==> config.mk <==
export PLATFORM = sky130hd
export DESIGN_NAME = ast_async_tx
export DESIGN_NICKNAME = d
export VERILOG_FILES = /design/src/design/ast_pkg.sv /design/src/design/ast_async_tx.sv
export VERILOG_INCLUDE_DIRS = /design/src /design/src/design
export SDC_FILE = /design/constraint.sdc
export NUM_CORES = 1
export LEC_CHECK = 0
export ABC_AREA = 1
export BUFFER_PORTS_ARGS = -buffer_cell sky130_fd_sc_hd__clkbuf_2
export CAP_MARGIN = 10
export CORE_MARGIN = 2
export CORE_UTILIZATION = 25
export DETAILED_ROUTE_END_ITERATION = 6
export HOLD_SLACK_MARGIN = 0.08
export MAX_ROUTING_LAYER = met4
export SYNTH_ARGS = -nofsm -noshare
export SYNTH_HDL_FRONTEND = slang
export SYNTH_SLANG_ARGS = --single-unit
==> constraint.sdc <==
create_clock -name clk_sys -period 3.2 [get_ports clk_sys]
set_clock_uncertainty 0.15 [all_clocks]
set_input_delay 0.48 -clock clk_sys [delete_from_list [all_inputs] [get_ports clk_sys]]
set_output_delay 0.48 -clock clk_sys [all_outputs]
set_load 0.02 [all_outputs]
==> src/design/ast_map.svh <==
// register offsets, field positions, reset values and timing constants
// assumes: included by the transmitter package users; APB byte addressing
`ifndef AST_MAP_SVH
`define AST_MAP_SVH

// printed offsets are register indices; byte address is four times the index
`define AST_IDX_INTCTL 8'h0B
`define AST_IDX_PFLAGS 8'h0C
`define AST_IDX_RCSC 8'h18
`define AST_IDX_TXBUF 8'h19
`define AST_IDX_PEN 8'h8C
`define AST_IDX_TXSC 8'h98
`define AST_IDX_BAUD 8'h99

`define AST_RST_INTCTL 8'h00
`define AST_RST_PFLAGS 8'h00
`define AST_RST_RCSC 8'h00
`define AST_RST_TXBUF 8'h00
`define AST_RST_PEN 8'h00
`define AST_RST_TXSC 8'h02
`define AST_RST_BAUD 8'h00

// transmit status/control bits
`define AST_TXSC_NINE 6
`define AST_TXSC_TRANSMIT_ENABLE 5
`define AST_TXSC_SYNC 4
`define AST_TXSC_HISPD 2
`define AST_TXSC_SHEMPTY 1
`define AST_TXSC_D9 0
// receive status/control bits shared with this block
`define AST_RCSC_PORTEN 7
`define AST_RCSC_SINGLE_RECEIVE_ENABLE 5
`define AST_RCSC_CONTINUOUS_RECEIVE_ENABLE 4
// flag / enable / global bits
`define AST_PFLAGS_TXE 4
`define AST_PEN_TXE 4
`define AST_INTCTL_GIE 7
`define AST_INTCTL_PERIPHERAL_IRQ_ENABLE 6

// oversampling ratios
`define AST_OVS_HIGH 7'd16
`define AST_OVS_LOW 7'd64
// one instruction cycle, in core clocks
`define AST_INSTR_CYCLES 2'd1

`endif

==> src/design/ast_pkg.sv <==
// types shared by the async serial transmitter
// assumes: nothing beyond SystemVerilog
`default_nettype none
package ast_pkg;
   typedef enum logic [1:0] {AST_IDLE, AST_START, AST_DATA, AST_STOP} ast_state_t;
   typedef struct packed {
      logic psel;
      logic penable;
      logic pwrite;
      logic [11:0] paddr;
      logic [31:0] pwdata;
   } ast_apb_req_t;
   typedef struct packed {
      logic pready;
      logic pslverr;
      logic [31:0] prdata;
   } ast_apb_rsp_t;
   typedef struct packed {
      logic txOut;
      logic txOe;
      logic irq;
   } ast_pin_t;
endpackage
`default_nettype wire

==> src/design/ast_async_tx.sv <==
// asynchronous serial transmitter with rate divider and APB register slave
// assumes: one core clock, APB master on the same clock, sleep as a level input
//
// What this block does
// - NRZ frame: start, 8/9 data, stop
// - data shifted LSB first after start
// - dedicated 8-bit divisor timer from core clock
// - x16 when high speed, else x64
// - rate and format shared with receiver
// - no parity hardware; ninth bit by software
// - everything halts while asleep
// - async mode when clocked-mode bit zero
// - shift reload at end of stop bit, or at once when idle
// - flags set one instruction cycle after transfer
// - buffer-empty flag cleared only by buffer write
// - interrupt only when enable bit set
// - shift-empty follows shift register, polled only
// - shift register not software visible
// - enabling transmit sets buffer-empty flag
// - frame needs data and a shift clock
// - data first then enable also works
// - empty shifter takes buffer write immediately
// - clearing enable aborts frame, releases pin
// - rate = clock/(16 or 64 * (divisor+1))
// - divisor write clears the timer
// - timer held reset when all enables clear
`default_nettype none
`include "ast_map.svh"

module ast_async_tx (
   // clock, reset, enable
   input wire logic clk_sys,
   input wire logic rst_b,
   input wire logic clkEn,
   input wire logic sleepReq,
   // apb
   input wire ast_pkg::ast_apb_req_t apbReq,
   output var ast_pkg::ast_apb_rsp_t apbRsp,
   // transmit pin and interrupt request
   output var ast_pkg::ast_pin_t pinOut
);
   import ast_pkg::*;

   logic [7:0] intCtl_reg;
   logic [7:0] pEn_reg;
   logic [7:0] rcsc_reg;
   logic [7:0] txBuf_reg;
   logic [7:0] baud_reg;
   // transmit status/control fields, kept apart
   logic nineSel_reg;
   logic transmit_enable_reg;
   logic syncSel_reg;
   logic hiSpd_reg;
   logic d9_reg;
   logic bufFull_reg;
   logic txeFlag_reg;
   logic shEmpty_reg;
   logic [7:0] divCnt_reg;
   logic [5:0] ovsCnt_reg;
   logic [8:0] shift_reg;
   logic [3:0] bitCnt_reg;
   logic frameNine_reg;
   ast_state_t state_reg;
   logic loadDly_reg;
   logic emptyDly_reg;
   logic txEnPrev_reg;

   // sleep freezes the whole block alongside the clock enable
   logic run;
   assign run = clkEn && !sleepReq;

   logic access, wr, rd;
   logic [7:0] idx;
   logic idxOk;
   assign access = apbReq.psel && apbReq.penable;
   assign wr = access && apbReq.pwrite;
   assign rd = access && !apbReq.pwrite;
   assign idx = apbReq.paddr[9:2];
   assign idxOk = (apbReq.paddr[1:0] == 2'h0) && (apbReq.paddr[11:10] == 2'h0);
   logic wrBuf, wrTxsc, wrBaud;
   assign wrBuf = run && wr && idxOk && idx == `AST_IDX_TXBUF;
   assign wrTxsc = run && wr && idxOk && idx == `AST_IDX_TXSC;
   assign wrBaud = run && wr && idxOk && idx == `AST_IDX_BAUD;
   logic [7:0] wdata;
   assign wdata = apbReq.pwdata[7:0];

   // plain registers
   always_ff @(posedge clk_sys or negedge rst_b) begin
      if (!rst_b) begin
         intCtl_reg <= `AST_RST_INTCTL;
         pEn_reg <= `AST_RST_PEN;
         rcsc_reg <= `AST_RST_RCSC;
         baud_reg <= `AST_RST_BAUD;
         nineSel_reg <= 1'b0;
         transmit_enable_reg <= 1'b0;
         syncSel_reg <= 1'b0;
         hiSpd_reg <= 1'b0;
         d9_reg <= 1'b0;
      end else if (run && wr && idxOk) begin
         case (idx)
            `AST_IDX_INTCTL: intCtl_reg <= wdata;
            `AST_IDX_PEN: pEn_reg <= wdata;
            `AST_IDX_RCSC: rcsc_reg <= wdata & 8'hF0;
            `AST_IDX_BAUD: baud_reg <= wdata;
            `AST_IDX_TXSC: begin
               nineSel_reg <= wdata[`AST_TXSC_NINE];
               transmit_enable_reg <= wdata[`AST_TXSC_TRANSMIT_ENABLE];
               syncSel_reg <= wdata[`AST_TXSC_SYNC];
               hiSpd_reg <= wdata[`AST_TXSC_HISPD];
               d9_reg <= wdata[`AST_TXSC_D9];
            end
            default: ;
         endcase
      end
   end

   // transmitter runs only in async mode with the port enabled
   logic active;
   assign active = transmit_enable_reg && !syncSel_reg && rcsc_reg[`AST_RCSC_PORTEN];

   // divider held while every enable is clear
   // one rate setting, shared with the receive side
   logic brgRun;
   assign brgRun = transmit_enable_reg || rcsc_reg[`AST_RCSC_CONTINUOUS_RECEIVE_ENABLE] || rcsc_reg[`AST_RCSC_SINGLE_RECEIVE_ENABLE];

   // 8-bit divisor timer; tick each divisor+1 clocks
   logic divTick;
   assign divTick = brgRun && divCnt_reg == 8'h00;
   always_ff @(posedge clk_sys or negedge rst_b) begin
      if (!rst_b) begin
         divCnt_reg <= 8'h00;
      end else if (run) begin
         if (!brgRun || wrBaud) begin
            divCnt_reg <= 8'h00;
         end else if (shLoad || divCnt_reg == 8'h00) begin
            // re-phase on a load so the start bit is a whole bit;
            // costs the receive side its phase, which it re-finds per frame
            divCnt_reg <= baud_reg;
         end else begin
            divCnt_reg <= divCnt_reg - 8'h01;
         end
      end
   end

   // oversample count 16 or 64 ticks per bit
   // bit period = (16 or 64) * (divisor+1) clocks
   logic [6:0] ovsTop;
   logic bitTick;
   assign ovsTop = hiSpd_reg ? `AST_OVS_HIGH : `AST_OVS_LOW;
   assign bitTick = divTick && ({1'b0, ovsCnt_reg} == ovsTop - 7'd1);
   always_ff @(posedge clk_sys or negedge rst_b) begin
      if (!rst_b) begin
         ovsCnt_reg <= 6'h00;
      end else if (run) begin
         if (!brgRun || wrBaud) begin
            ovsCnt_reg <= 6'h00;
         end else if (bitTick || shLoad) begin
            // a load restarts the bit so the start bit is full length
            ovsCnt_reg <= 6'h00;
         end else if (divTick) begin
            ovsCnt_reg <= ovsCnt_reg + 6'h01;
         end
      end
   end

   // empty shifter loads at once; else after stop bit
   logic shLoad;
   assign shLoad = active && bufFull_reg &&
      (state_reg == AST_IDLE || (state_reg == AST_STOP && bitTick));

   // transmit buffer
   always_ff @(posedge clk_sys or negedge rst_b) begin
      if (!rst_b) begin
         txBuf_reg <= `AST_RST_TXBUF;
         bufFull_reg <= 1'b0;
      end else if (run) begin
         if (wrBuf) begin
            txBuf_reg <= wdata;
            bufFull_reg <= 1'b1;
         end else if (shLoad) begin
            bufFull_reg <= 1'b0;
         end
      end
   end

   // frame sequencer; waits on data and bit clock
   always_ff @(posedge clk_sys or negedge rst_b) begin
      if (!rst_b) begin
         state_reg <= AST_IDLE;
         shift_reg <= 9'h000;
         bitCnt_reg <= 4'h0;
         frameNine_reg <= 1'b0;
      end else if (run) begin
         if (!active) begin
            state_reg <= AST_IDLE;
            bitCnt_reg <= 4'h0;
         end else if (shLoad) begin
            shift_reg <= {d9_reg, txBuf_reg};
            frameNine_reg <= nineSel_reg;
            bitCnt_reg <= 4'h0;
            state_reg <= AST_START;
         end else if (bitTick) begin
            case (state_reg)
               AST_START: state_reg <= AST_DATA;
               AST_DATA: begin
                  shift_reg <= {1'b0, shift_reg[8:1]};
                  bitCnt_reg <= bitCnt_reg + 4'h1;
                  if (bitCnt_reg == (frameNine_reg ? 4'h8 : 4'h7)) begin
                     state_reg <= AST_STOP;
                  end
               end
               AST_STOP: state_reg <= AST_IDLE;
               default: state_reg <= AST_IDLE;
            endcase
         end
      end
   end

   // flags follow one instruction cycle late
   always_ff @(posedge clk_sys or negedge rst_b) begin
      if (!rst_b) begin
         loadDly_reg <= 1'b0;
         emptyDly_reg <= 1'b1;
         shEmpty_reg <= 1'b1;
         txEnPrev_reg <= 1'b0;
         txeFlag_reg <= 1'b0;
      end else if (run) begin
         loadDly_reg <= shLoad;
         emptyDly_reg <= (state_reg == AST_IDLE) && !shLoad;
         shEmpty_reg <= emptyDly_reg;
         txEnPrev_reg <= transmit_enable_reg;
         // enable rising or transfer sets; set wins
         if ((transmit_enable_reg && !txEnPrev_reg) || loadDly_reg) begin
            txeFlag_reg <= 1'b1;
         end else if (wrBuf) begin
            txeFlag_reg <= 1'b0;
         end
      end
   end

   // idle high, start low, stop high; pin released off
   always_ff @(posedge clk_sys or negedge rst_b) begin
      if (!rst_b) begin
         pinOut <= '{txOut: 1'b1, txOe: 1'b0, irq: 1'b0};
      end else if (run) begin
         pinOut.txOe <= active;
         case (state_reg)
            AST_START: pinOut.txOut <= 1'b0;
            AST_DATA: pinOut.txOut <= shift_reg[0];
            default: pinOut.txOut <= 1'b1;
         endcase
         pinOut.irq <= txeFlag_reg && pEn_reg[`AST_PEN_TXE] &&
            intCtl_reg[`AST_INTCTL_PERIPHERAL_IRQ_ENABLE] && intCtl_reg[`AST_INTCTL_GIE];
      end
   end

   // shift register never appears on the read path
   logic [7:0] rdMux;
   always_comb begin
      rdMux = 8'h00;
      case (idx)
         `AST_IDX_INTCTL: rdMux = intCtl_reg;
         `AST_IDX_PFLAGS: rdMux = 8'h00 | ({7'h00, txeFlag_reg} << `AST_PFLAGS_TXE);
         `AST_IDX_RCSC: rdMux = rcsc_reg;
         `AST_IDX_TXBUF: rdMux = txBuf_reg;
         `AST_IDX_PEN: rdMux = pEn_reg;
         `AST_IDX_BAUD: rdMux = baud_reg;
         `AST_IDX_TXSC: rdMux = {1'b0, nineSel_reg, transmit_enable_reg, syncSel_reg, 1'b0,
            hiSpd_reg, shEmpty_reg, d9_reg};
         default: rdMux = 8'h00;
      endcase
   end

   // zero-wait slave; unmapped reads return zero, no error
   always_ff @(posedge clk_sys or negedge rst_b) begin
      if (!rst_b) begin
         apbRsp <= '{pready: 1'b0, pslverr: 1'b0, prdata: 32'h0000_0000};
      end else begin
         apbRsp.pslverr <= 1'b0;
         apbRsp.pready <= run && apbReq.psel && !apbReq.penable;
         if (run && apbReq.psel && !apbReq.penable && !apbReq.pwrite) begin
            apbRsp.prdata <= idxOk ? {24'h000000, rdMux} : 32'h0000_0000;
         end
      end
   end
endmodule
`default_nettype wire

==> impl_metrics.yaml, run 1 <==
status:
  status: "complete, no violations"
power:
  power_mw: 2.28
  swShare_pct: 24.0
  leakage_nw: 2.81
  power_frac_seq_pct: 50.0
  p_comb_share_pct: 5.5
  clkPwrFrac_pct: 44.4
  p_int_mw: 1.73
  powerDensity_nw_per_um2: 410
  p_sw_mw: 0.548
  max-vdd-ir-drop_mv: 0.305
timing:
  hold_viol: 0
  rsz0062_at_grt: "false"
  fmax_mhz: 434
  worst_hold_slack_ps: 226
  setup_slack_ps: 895
  finalSetupViolCount: 0
  drv_slew: 0
  finalCritPeriodShare_pct: 72.0
  setup_tns_ps: 0
  tightest_slew_ps: 662
  slew_headroom_pct: 55.9
  post-route-min-period_ps: 2310
setup_path:
  start_kind: "register"
  max_stage_delay_ps: 380
  path_cells: "inv_1 -> ha_1 -> nand2_1 -> nor2_8 -> nand4_4 -> nand2_4 -> nand2_4 -> o21ai_2 -> nand2_2 -> inv_2 -> nand2_1 -> nand2_1"
  worst-path-stages: 12
  cp_common_cell: "nand2_1"
  r2r_cells: 12
  crit_type: "register to register"
  worst-path-max-fanout: 36
  endpoint_kind: "register"
  crit_slowest_cell: "dfrtp_1"
  cp_num_buf_inv: 2
  required_ps: 3330
  arrival_ps: 2440
  critPathTopFamily: "simple AND/OR/NAND/NOR gates"
clock_network:
  cts_buffers: 9
  insertion_delay_ps: 340
  path_clk_slew_ps: 70
  cts_buffer_depth: 2
  cts_setup_buffers: 0
  cts-root-buf: "clkbuf_16"
  numClockSinks: 89
  tritoncts: "yes"
  cts_htree_levels: 3
synth:
  ys.flop_type: "dfrtp_1"
  postSynthAreaPerCell_um2: 8.09
  yosysUniqueCellTypes: 43
  synth_edf_count: 0
  synthCells: 605
  netlist_area_um2: 4890
  ys_ff_latch: 89
  synth.top_cell.area_share_pct: 44.0
  ys_seq_area_share_pct: 45.6
  synth.yosys.warnings: 0
  synthArstFlopShare_pct: 100
  yosysTopAreaCell: "dfrtp_1"
  ys_top_cells_by_area: "dfrtp_1 44%, nand2_1 14%, o21ai_0 5.7%"
floorplanning:
  dieArea_um2: 20700
  start_util_pct: 25.3
  die_w_um: 144
  core_area_um2: 19300
  top_level_ports: 88
  rows: 51
  die_y_um: 144
routing:
  drtIter0Drc: 187
  detail_route.wl_per_cell_um: 12.5
  drc_errors: 0
  viasPerCell: 4.21
  drtAntennaViolNets: 0
  drt_wl_total_um: 11400
  vias: 3849
  first_pass_iters: 4
min_path:
  min_path_type: "input port to register"
  whs_path_depth: 2
global_routing:
  overflow: 0
  antenna_found_initial: 0
  grt_pass1_vias: 3540
  grt_pass1_wl_um: 18800
  grt.total_usage_pct: 12.0
  grt_max_degree: 50
cells_and_area:
  layout_common_cells: "186 x nand2_1, 86 x dfrtp_1, 57 x inv_1, 56 x o21ai_0, 45 x nand3_1"
  instances_no_fill: 914
  finalNetCount: 703
  n_fill_cell: 2096
  layout_commonest_cell: "nand2_1"
  syn_to_final_growth_pct: 13.7
  antenna_cells: 0
  layout-drive-gt1-share_pct: 16.0
place:
  place_hpwl_um: 8410
  place_inst: 897
  io_buffers: 38
  post-place-ws_ps: 750
  routabilityCongestion: 0.851
run:
  cap_viol_max_count: 0
==> synth_stat cells (8+ instances only) <==
master / number
ha_1: 8
inv_1: 57
dfrtp_1: 86
o21ai_1: 9
nand4_1: 8
buf_4: 26
nor2_1: 24
xor2_1: 10
nand2_1: 186
nand2_2: 11
o21ai_0: 56
nand3_1: 45
==> repair_timing <==
| action | CTS | global route |
|---|---|---|
| endpoints found under the hold margin | 45 | 0 |
| hold buffers | 1 | 0 |
| resized for setup | 0 | 0 |
==> path summary, 6_finish.rpt <==
kind | start | to | slack (ps)
setup / recovery | divCnt_reg[0]$_DFFE_PN0P_ | shift_reg[6]$_DFFE_PN0P_ | 890
hold / removal | apbReq[45] | apbRsp[33]$_DFF_PN0_ | 230
setup reg to reg | divCnt_reg[0]$_DFFE_PN0P_ | shift_reg[6]$_DFFE_PN0P_ | 890
hold reg to reg | apbRsp[7]$_DFFE_PN0P_ | apbRsp[7]$_DFFE_PN0P_ | 330
max in group asynchronous | rst_b | baud_reg[6]$_DFFE_PN0P_ | 1670
min in group asynchronous | rst_b | bitCnt_reg[2]$_DFFE_PN0P_ | 570
==> cells by family after synthesis <==
kind of cell               synth area share [%]
AOI/OAI and AO/OA                          10.2
xor gates and xnor gates                   2.15
adders and majority gates                  2.05
buffers and inverters                      10.4
DFF                                        45.6
other                                    0.0766
and+or+nand+nor                            29.5
==> final cells by class <==
class / count / area (µm²) / share of cell area (%)
multi-input cells: 439 / 2240 / 40.3
flip-flops and latches: 89 / 2230 / 40.1
well taps: 265 / 332 / 5.96
clock buffers: 12 / 256 / 4.61
repair buffers: 42 / 238 / 4.27
inverters: 63 / 236 / 4.25
clock inverters: 4 / 27.5 / 0.495
==> per-layer routing <==
layer | global-route usage (%) | routed length, µm | vias to the layer above
met2 | 18.4 | 5280 | 73
li1 | - | - | 1974
met4 | 3.77 | 174 | 0
met5 | - | 0 | -
met3 | 2.63 | 344 | 13
met1 | 15.7 | 5610 | 1789
==> power by group through the flow <==
stage | logic (mW) | clock network (mW) | registers, mW
after floorplan | 0.0881 | 0 | 1.16
after global placement | 0.127 | 0 | 1.16
after detailed placement | 0.128 | 0 | 1.16
after CTS | 0.130 | 1.04 | 1.14
after global routing | 0.144 | 1.08 | 1.14
final | 0.126 | 1.01 | 1.14
==> through the flow <==
stage	utilization [%]	cell area, µm²
after floorplan	-	4980
after global placement	27.3	5270
after detailed placement	27.3	5270
after CTS	28.8	5560
after global routing	28.8	5560
final	28.8	5560
Note: power is estimated with default switching activity, not from simulation.
==> run 2, diff against run 1 <==
--- a/config.mk
+++ b/config.mk
@@ -6,7 +6,7 @@
 export SDC_FILE = /design/constraint.sdc
 export NUM_CORES = 1
 export LEC_CHECK = 0
-export ABC_AREA = 1
+export ABC_AREA = 0
 export BUFFER_PORTS_ARGS = -buffer_cell sky130_fd_sc_hd__clkbuf_2
 export CAP_MARGIN = 10
 export CORE_MARGIN = 2
==> constraint.sdc (replaced) <==
create_clock -name clk_sys -period 2.39 [get_ports clk_sys]
set_clock_uncertainty 0.15 [all_clocks]
set_input_delay 0.3585 -clock clk_sys [delete_from_list [all_inputs] [get_ports clk_sys]]
set_output_delay 0.3585 -clock clk_sys [all_outputs]
set_load 0.02 [all_outputs]
==> run 2 against run 1 <==
  * Core utilization up 1.8 points
  * Sequential share of layout area shrank 1.4 points
  * Hold slack worse by 83 ps
  * Fmax is 2.5% higher
  * Cell count shrank 14%
  * Die area fell by 1.0%
  * Via count is 2.0% lower
==> impl_metrics.yaml, run 2 <==
routing:
  detail_route.wl_per_cell_um: 14.9
  drtIter0Drc: 194
  first_pass_iters: 4
  vias: 3771
  drt_wl_total_um: 11800
  drc_errors: 0
  drtAntennaViolNets: 0
  viasPerCell: 4.79
setup_path:
  max_stage_delay_ps: 410
  crit_type: "register to register"
  critPathTopFamily: "compound AO/OA/AOI/OAI gates"
  cp_num_buf_inv: 1
  endpoint_kind: "register"
  crit_slowest_cell: "dfrtp_1"
  required_ps: 2510
  ff2ff_setup_slack_ps: 140
  arrival_ps: 2360
  r2r-start: "hiSpd_reg$_DFFE_PN0P_"
  reg2reg_to: "shift_reg[2]$_DFFE_PN0P_"
  worst-path-max-fanout: 12
  path_cells: "or3b_1 -> a211o_1 -> buf_4 -> or2_1 -> a21oi_4 -> a2bb2oi_1"
  start_kind: "register"
  r2r_cells: 6
timing:
  finalCritPeriodShare_pct: 94.1
  fmax_mhz: 445
  setup_tns_ps: 0
  post-route-min-period_ps: 2250
  finalSetupViolCount: 0
  tightest_slew_ps: 569
  slew_headroom_pct: 61.7
  drv_slew: 0
  hold_viol: 0
  rsz0062_at_grt: "false"
cells_and_area:
  fin_area_um2: 5770
  finalNetCount: 582
  multi_input_area_um2: 2360
  layout_common_cells: "86 x dfrtp_1, 40 x nand2_1, 40 x mux2_1, 37 x clkbuf_2, 29 x buf_4"
  layout_commonest_cell: "dfrtp_1"
  regArea_um2: 2230
  syn_to_final_growth_pct: 19.0
  fin_util_pct: 30.6
  layout-drive-gt1-share_pct: 20.5
  n_fill_cell: 1968
  antenna_cells: 0
synth:
  synth.top_cell.area_share_pct: 44.4
  synthCells: 461
  synth_commonest_cells: "86 x dfrtp_1, 40 x mux2_1, 40 x nand2_1, 25 x buf_4, 21 x a21oi_1"
  ys.flop_type: "dfrtp_1"
  synth_top_family_by_area: "simple AND/OR/NAND/NOR gates"
  synth.yosys.warnings: 0
  yosysTopAreaCell: "dfrtp_1"
  synthMuxAreaShare_pct: 13.5
  netlist_area_um2: 4840
  ys_top_cells_by_area: "dfrtp_1 44%, mux2_1 9.3%, buf_4 3.9%"
  synth_fa_ha_area_share_pct: 2.07
  ys_seq_area_share_pct: 46.1
  yosysUniqueCellTypes: 67
  synth.most_common_cell: "dfrtp_1"
  synthArstFlopShare_pct: 100
  ys_ff_latch: 89
  postSynthAreaPerCell_um2: 10.5
  synth-compound-area-share_pct: 14.8
  yosys.area_share.simple_pct: 16.3
  synthXorXnorAreaFrac_pct: 0
  synth_edf_count: 0
global_routing:
  grt_max_degree: 44
  antenna_found_initial: 0
  grt_pass1_vias: 3687
  overflow: 0
  grt.total_usage_pct: 12.6
  grt_pass1_wl_um: 19600
clock_network:
  cts_setup_buffers: 0
  cts_buffer_depth: 2
  cts_htree_levels: 3
  cts-root-buf: "clkbuf_16"
  numClockSinks: 89
  tritoncts: "yes"
  path_clk_slew_ps: 70
  insertion_delay_ps: 350
  cts_buffers: 9
place:
  place_area_um2: 5450
  io_buffers: 38
  place_hpwl_um: 8680
  routabilityCongestion: 0.851
power:
  max-vdd-ir-drop_mv: 0.427
  powerDensity_nw_per_um2: 542
  power_frac_seq_pct: 48.9
  power_mw: 3.13
  p_sw_mw: 0.790
  p_comb_share_pct: 8.0
  swShare_pct: 25.3
  clkPwrFrac_pct: 43.1
  leakage_nw: 2.77
  p_int_mw: 2.34
floorplanning:
  top_level_ports: 88
  die_w_um: 143
  die_y_um: 143
  dieArea_um2: 20500
  core_area_um2: 18800
  start_util_pct: 25.7
  rows: 50
min_path:
  whs_path_depth: 2
  min_path_type: "input port to register"
  min_to: "pEn_reg[3]$_DFFE_PN0P_"
  min_from: "apbReq[3]"
run:
  cap_viol_max_count: 0
status:
  status: "complete, no violations"
run 2: repair_timing:
action,in CTS,in global routing
setup endpoints to repair,0,3
gates resized for setup,0,3
endpoints found under the hold margin,28,0
hold buffers,2,0
run 2: metrics by stage:
stage	setup slack, ps	hold slack [ps]	instances
floorplan	265	-87.1	485
global placement	160	171	770
detailed placement	135	171	770
CTS	121	138	788
global route	17.2	150	788
finish	142	143	788
run 2: worst max path at each step:
stage                                    startpoint                   endpoint  cells past startpoint
after floorplan           ovsCnt_reg[4]$_DFFE_PN0P_  frameNine_reg$_DFFE_PN0P_                      5
after detailed placement      hiSpd_reg$_DFFE_PN0P_   shift_reg[2]$_DFFE_PN0P_                      6
final                         hiSpd_reg$_DFFE_PN0P_   shift_reg[2]$_DFFE_PN0P_                      6
after CTS                     hiSpd_reg$_DFFE_PN0P_   shift_reg[2]$_DFFE_PN0P_                      6
after global placement    divCnt_reg[1]$_DFFE_PN0P_   shift_reg[0]$_DFFE_PN0P_                      9
after global routing      ovsCnt_reg[0]$_DFFE_PN0P_   shift_reg[4]$_DFFE_PN0P_                      7
run 2: cell type report:
cell class	instances	area share, %
clock inverters	5	0.694
multi-input cells	336	40.9
clock buffers	11	4.21
flip-flops and latches	89	38.7
well taps	260	5.64
repair buffers	73	8.92
inverters	14	0.911
run 2: kinds of logic (layout without fill, tap and decap cells):
family          Yosys count  after routing
simple gates            140            140
other cells               1             25
mux                      58             58
flops                    89             89
fa+ha+maj                 8              8
compound gates          105            105
buf+inv                  60            103
run 2: power groups by stage:
stage | registers [mW] | logic (mW) | clock network, mW
2_1_floorplan | 1.56 | 0.160 | 0
3_3_place_gp | 1.56 | 0.246 | 0
3_5_place_dp | 1.56 | 0.247 | 0
4_1_cts | 1.53 | 0.250 | 1.38
5_1_grt | 1.53 | 0.276 | 1.45
6_report | 1.53 | 0.249 | 1.35
run 2: routing by layer:
metal	track usage [%]	wire [µm]	vias to the layer above
met2	19.7	5630	81
met3	1.61	356	16
met1	16.5	5530	1897
met4	5.16	255	0
li1	-	-	1777
met5	-	0	-
==> run 3, diff against run 2 <==
--- a/config.mk
+++ b/config.mk
@@ -14,6 +14,7 @@
 export DETAILED_ROUTE_END_ITERATION = 6
 export HOLD_SLACK_MARGIN = 0.08
 export MAX_ROUTING_LAYER = met4
+export RECOVER_POWER = 100
 export SYNTH_ARGS = -nofsm -noshare
 export SYNTH_HDL_FRONTEND = slang
 export SYNTH_SLANG_ARGS = --single-unit
==> run 3 against run 2 <==
  * Critical path depth is 1 lower
  * Cell count stayed put
  * Fmax is 0.71% lower
  * Design area is 1.4% lower
  * Non-clock buffer count stayed put
  * Hold slack better by 4.1 ps
  * Global-route usage stayed put
  * Count of clock-buffer cells in the layout stayed put
  * Die area stayed put
  * Register-to-register slack worse by 20 ps
  * Via count is 0.16% lower
==> impl_metrics.yaml, run 3 (synthesis results as in run 2) <==
setup_path:
  worst-path-max-fanout: 4
  start_kind: "register"
  crit_type: "register to register"
  max_stage_delay_ps: 420
  crit_slowest_cell: "dfrtp_1"
  arrival_ps: 2350
  required_ps: 2470
  path_cells: "or3b_1 -> a211o_1 -> o31a_1 -> nand2b_4 -> mux2_1"
  endpoint_kind: "register"
timing:
  finalSetupViolCount: 0
  worst_hold_slack_ps: 147
  fmax_mhz: 442
  setup_slack_ps: 126
  setup_tns_ps: 0
  tightest_slew_ps: 1140
  finalCritPeriodShare_pct: 94.7
  slew_headroom_pct: 23.7
  post-route-min-period_ps: 2260
  hold_viol: 0
  rsz0062_at_grt: "false"
  drv_slew: 0
routing:
  detail_route.wl_per_cell_um: 15.1
  first_pass_iters: 4
  vias: 3765
  drc_errors: 0
  drtIter0Drc: 187
  viasPerCell: 4.78
  drtAntennaViolNets: 0
  drt_wl_total_um: 11900
place:
  routabilityCongestion: 0.851
  place_hpwl_um: 8680
  io_buffers: 38
  post-place-ws_ps: 135
  place_area_um2: 5450
power:
  powerDensity_nw_per_um2: 548
  leakage_nw: 2.69
  max-vdd-ir-drop_mv: 0.427
clock_network:
  cts_htree_levels: 3
  cts_buffer_depth: 2
  numClockSinks: 89
  path_clk_slew_ps: 70
  cts_buffers: 9
  cts-root-buf: "clkbuf_16"
  cts_setup_buffers: 0
  insertion_delay_ps: 350
  tritoncts: "yes"
global_routing:
  grt_pass1_wl_um: 19600
  grt_pass1_vias: 3687
  grt_max_degree: 44
  antenna_found_initial: 0
  overflow: 0
  grt.total_usage_pct: 12.6
cells_and_area:
  fin_area_um2: 5690
  antenna_cells: 0
  finalNetCount: 582
  layout_common_cells: "86 x dfrtp_1, 41 x mux2_1, 40 x nand2_1, 28 x clkbuf_2, 25 x conb_1"
  layout_commonest_cell: "dfrtp_1"
  layout-drive-gt1-share_pct: 16.7
  syn_to_final_growth_pct: 17.4
  fin_util_pct: 30.2
floorplanning:
  rows: 50
  die_y_um: 143
  die_w_um: 143
  core_area_um2: 18800
  top_level_ports: 88
  start_util_pct: 25.7
  dieArea_um2: 20500
run:
  cap_viol_max_count: 0
min_path:
  min_path_type: "input port to register"
status:
  status: "complete, no violations"
-- run 3: changes by cell type in the layout (fill, tap and decap cells not counted), sizes merged --
cell / delta
buf: -10
clkbuf: +10
-- run 3: worst max-delay path, delay by kind of cell (launching register included) --
kind | cells | cell delay [ps]
compound gates | 2 | 670
flops | 1 | 420
mux | 1 | 330
simple gates | 2 | 580
-- run 3: area by class of cell --
class	count	area (µm²)
clock buffers	11	243
inverters	14	52.6
multi-input cells	336	2350
clock inverters	5	40.0
flip-flops and latches	89	2230
repair buffers	73	444
well taps	260	325
fillers	1985	13100
-- run 3: path summary, 6_finish.rpt --
kind,startpoint,endpoint,slack (ps),cells past startpoint
max,hiSpd_reg$_DFFE_PN0P_,frameNine_reg$_DFFE_PN0P_,130,5
max in group asynchronous,rst_b,apbRsp[33]$_DFF_PN0_,470,3
min reg2reg,emptyDly_reg$_DFFE_PN1P_,emptyDly_reg$_DFFE_PN1P_,300,2
max reg2reg,hiSpd_reg$_DFFE_PN0P_,frameNine_reg$_DFFE_PN0P_,130,5
min,apbReq[3],pEn_reg[3]$_DFFE_PN0P_,150,2
min in group asynchronous,rst_b,shift_reg[2]$_DFFE_PN0P_,460,2
-- run 3: timing repair --
action | 4_1_cts | 5_1_grt
gates resized for setup | 0 | 3
setup endpoints to repair | 0 | 3
hold buffers | 2 | 0
endpoints found under the hold margin | 28 | 0
-- run 3: through the flow --
stage	instances	total power, mW
6_report	788	3.12
5_1_grt	788	3.24
4_1_cts	788	3.16
3_5_place_dp	770	1.80
3_3_place_gp	770	1.80
2_1_floorplan	485	1.72
-- run 3: per-layer routing --
metal / vias up / global-route usage (%) / wire length [µm]
li1: 1786 / - / -
met1: 1869 / 16.5 / 5450
met4: 0 / 5.16 / 255
met5: - / - / 0
met3: 16 / 1.61 / 465
met2: 94 / 19.7 / 5700
-- run 3: power breakdown --
part / leakage, nW / internal [mW] / switching, mW / total [mW]
Clock: 0.128 / 0.739 / 0.609 / 1.35
Sequential: 1.22 / 1.52 / 0.00723 / 1.53
Combinational: 1.34 / 0.0695 / 0.172 / 0.242
Total: 2.69 / 2.33 / 0.789 / 3.12
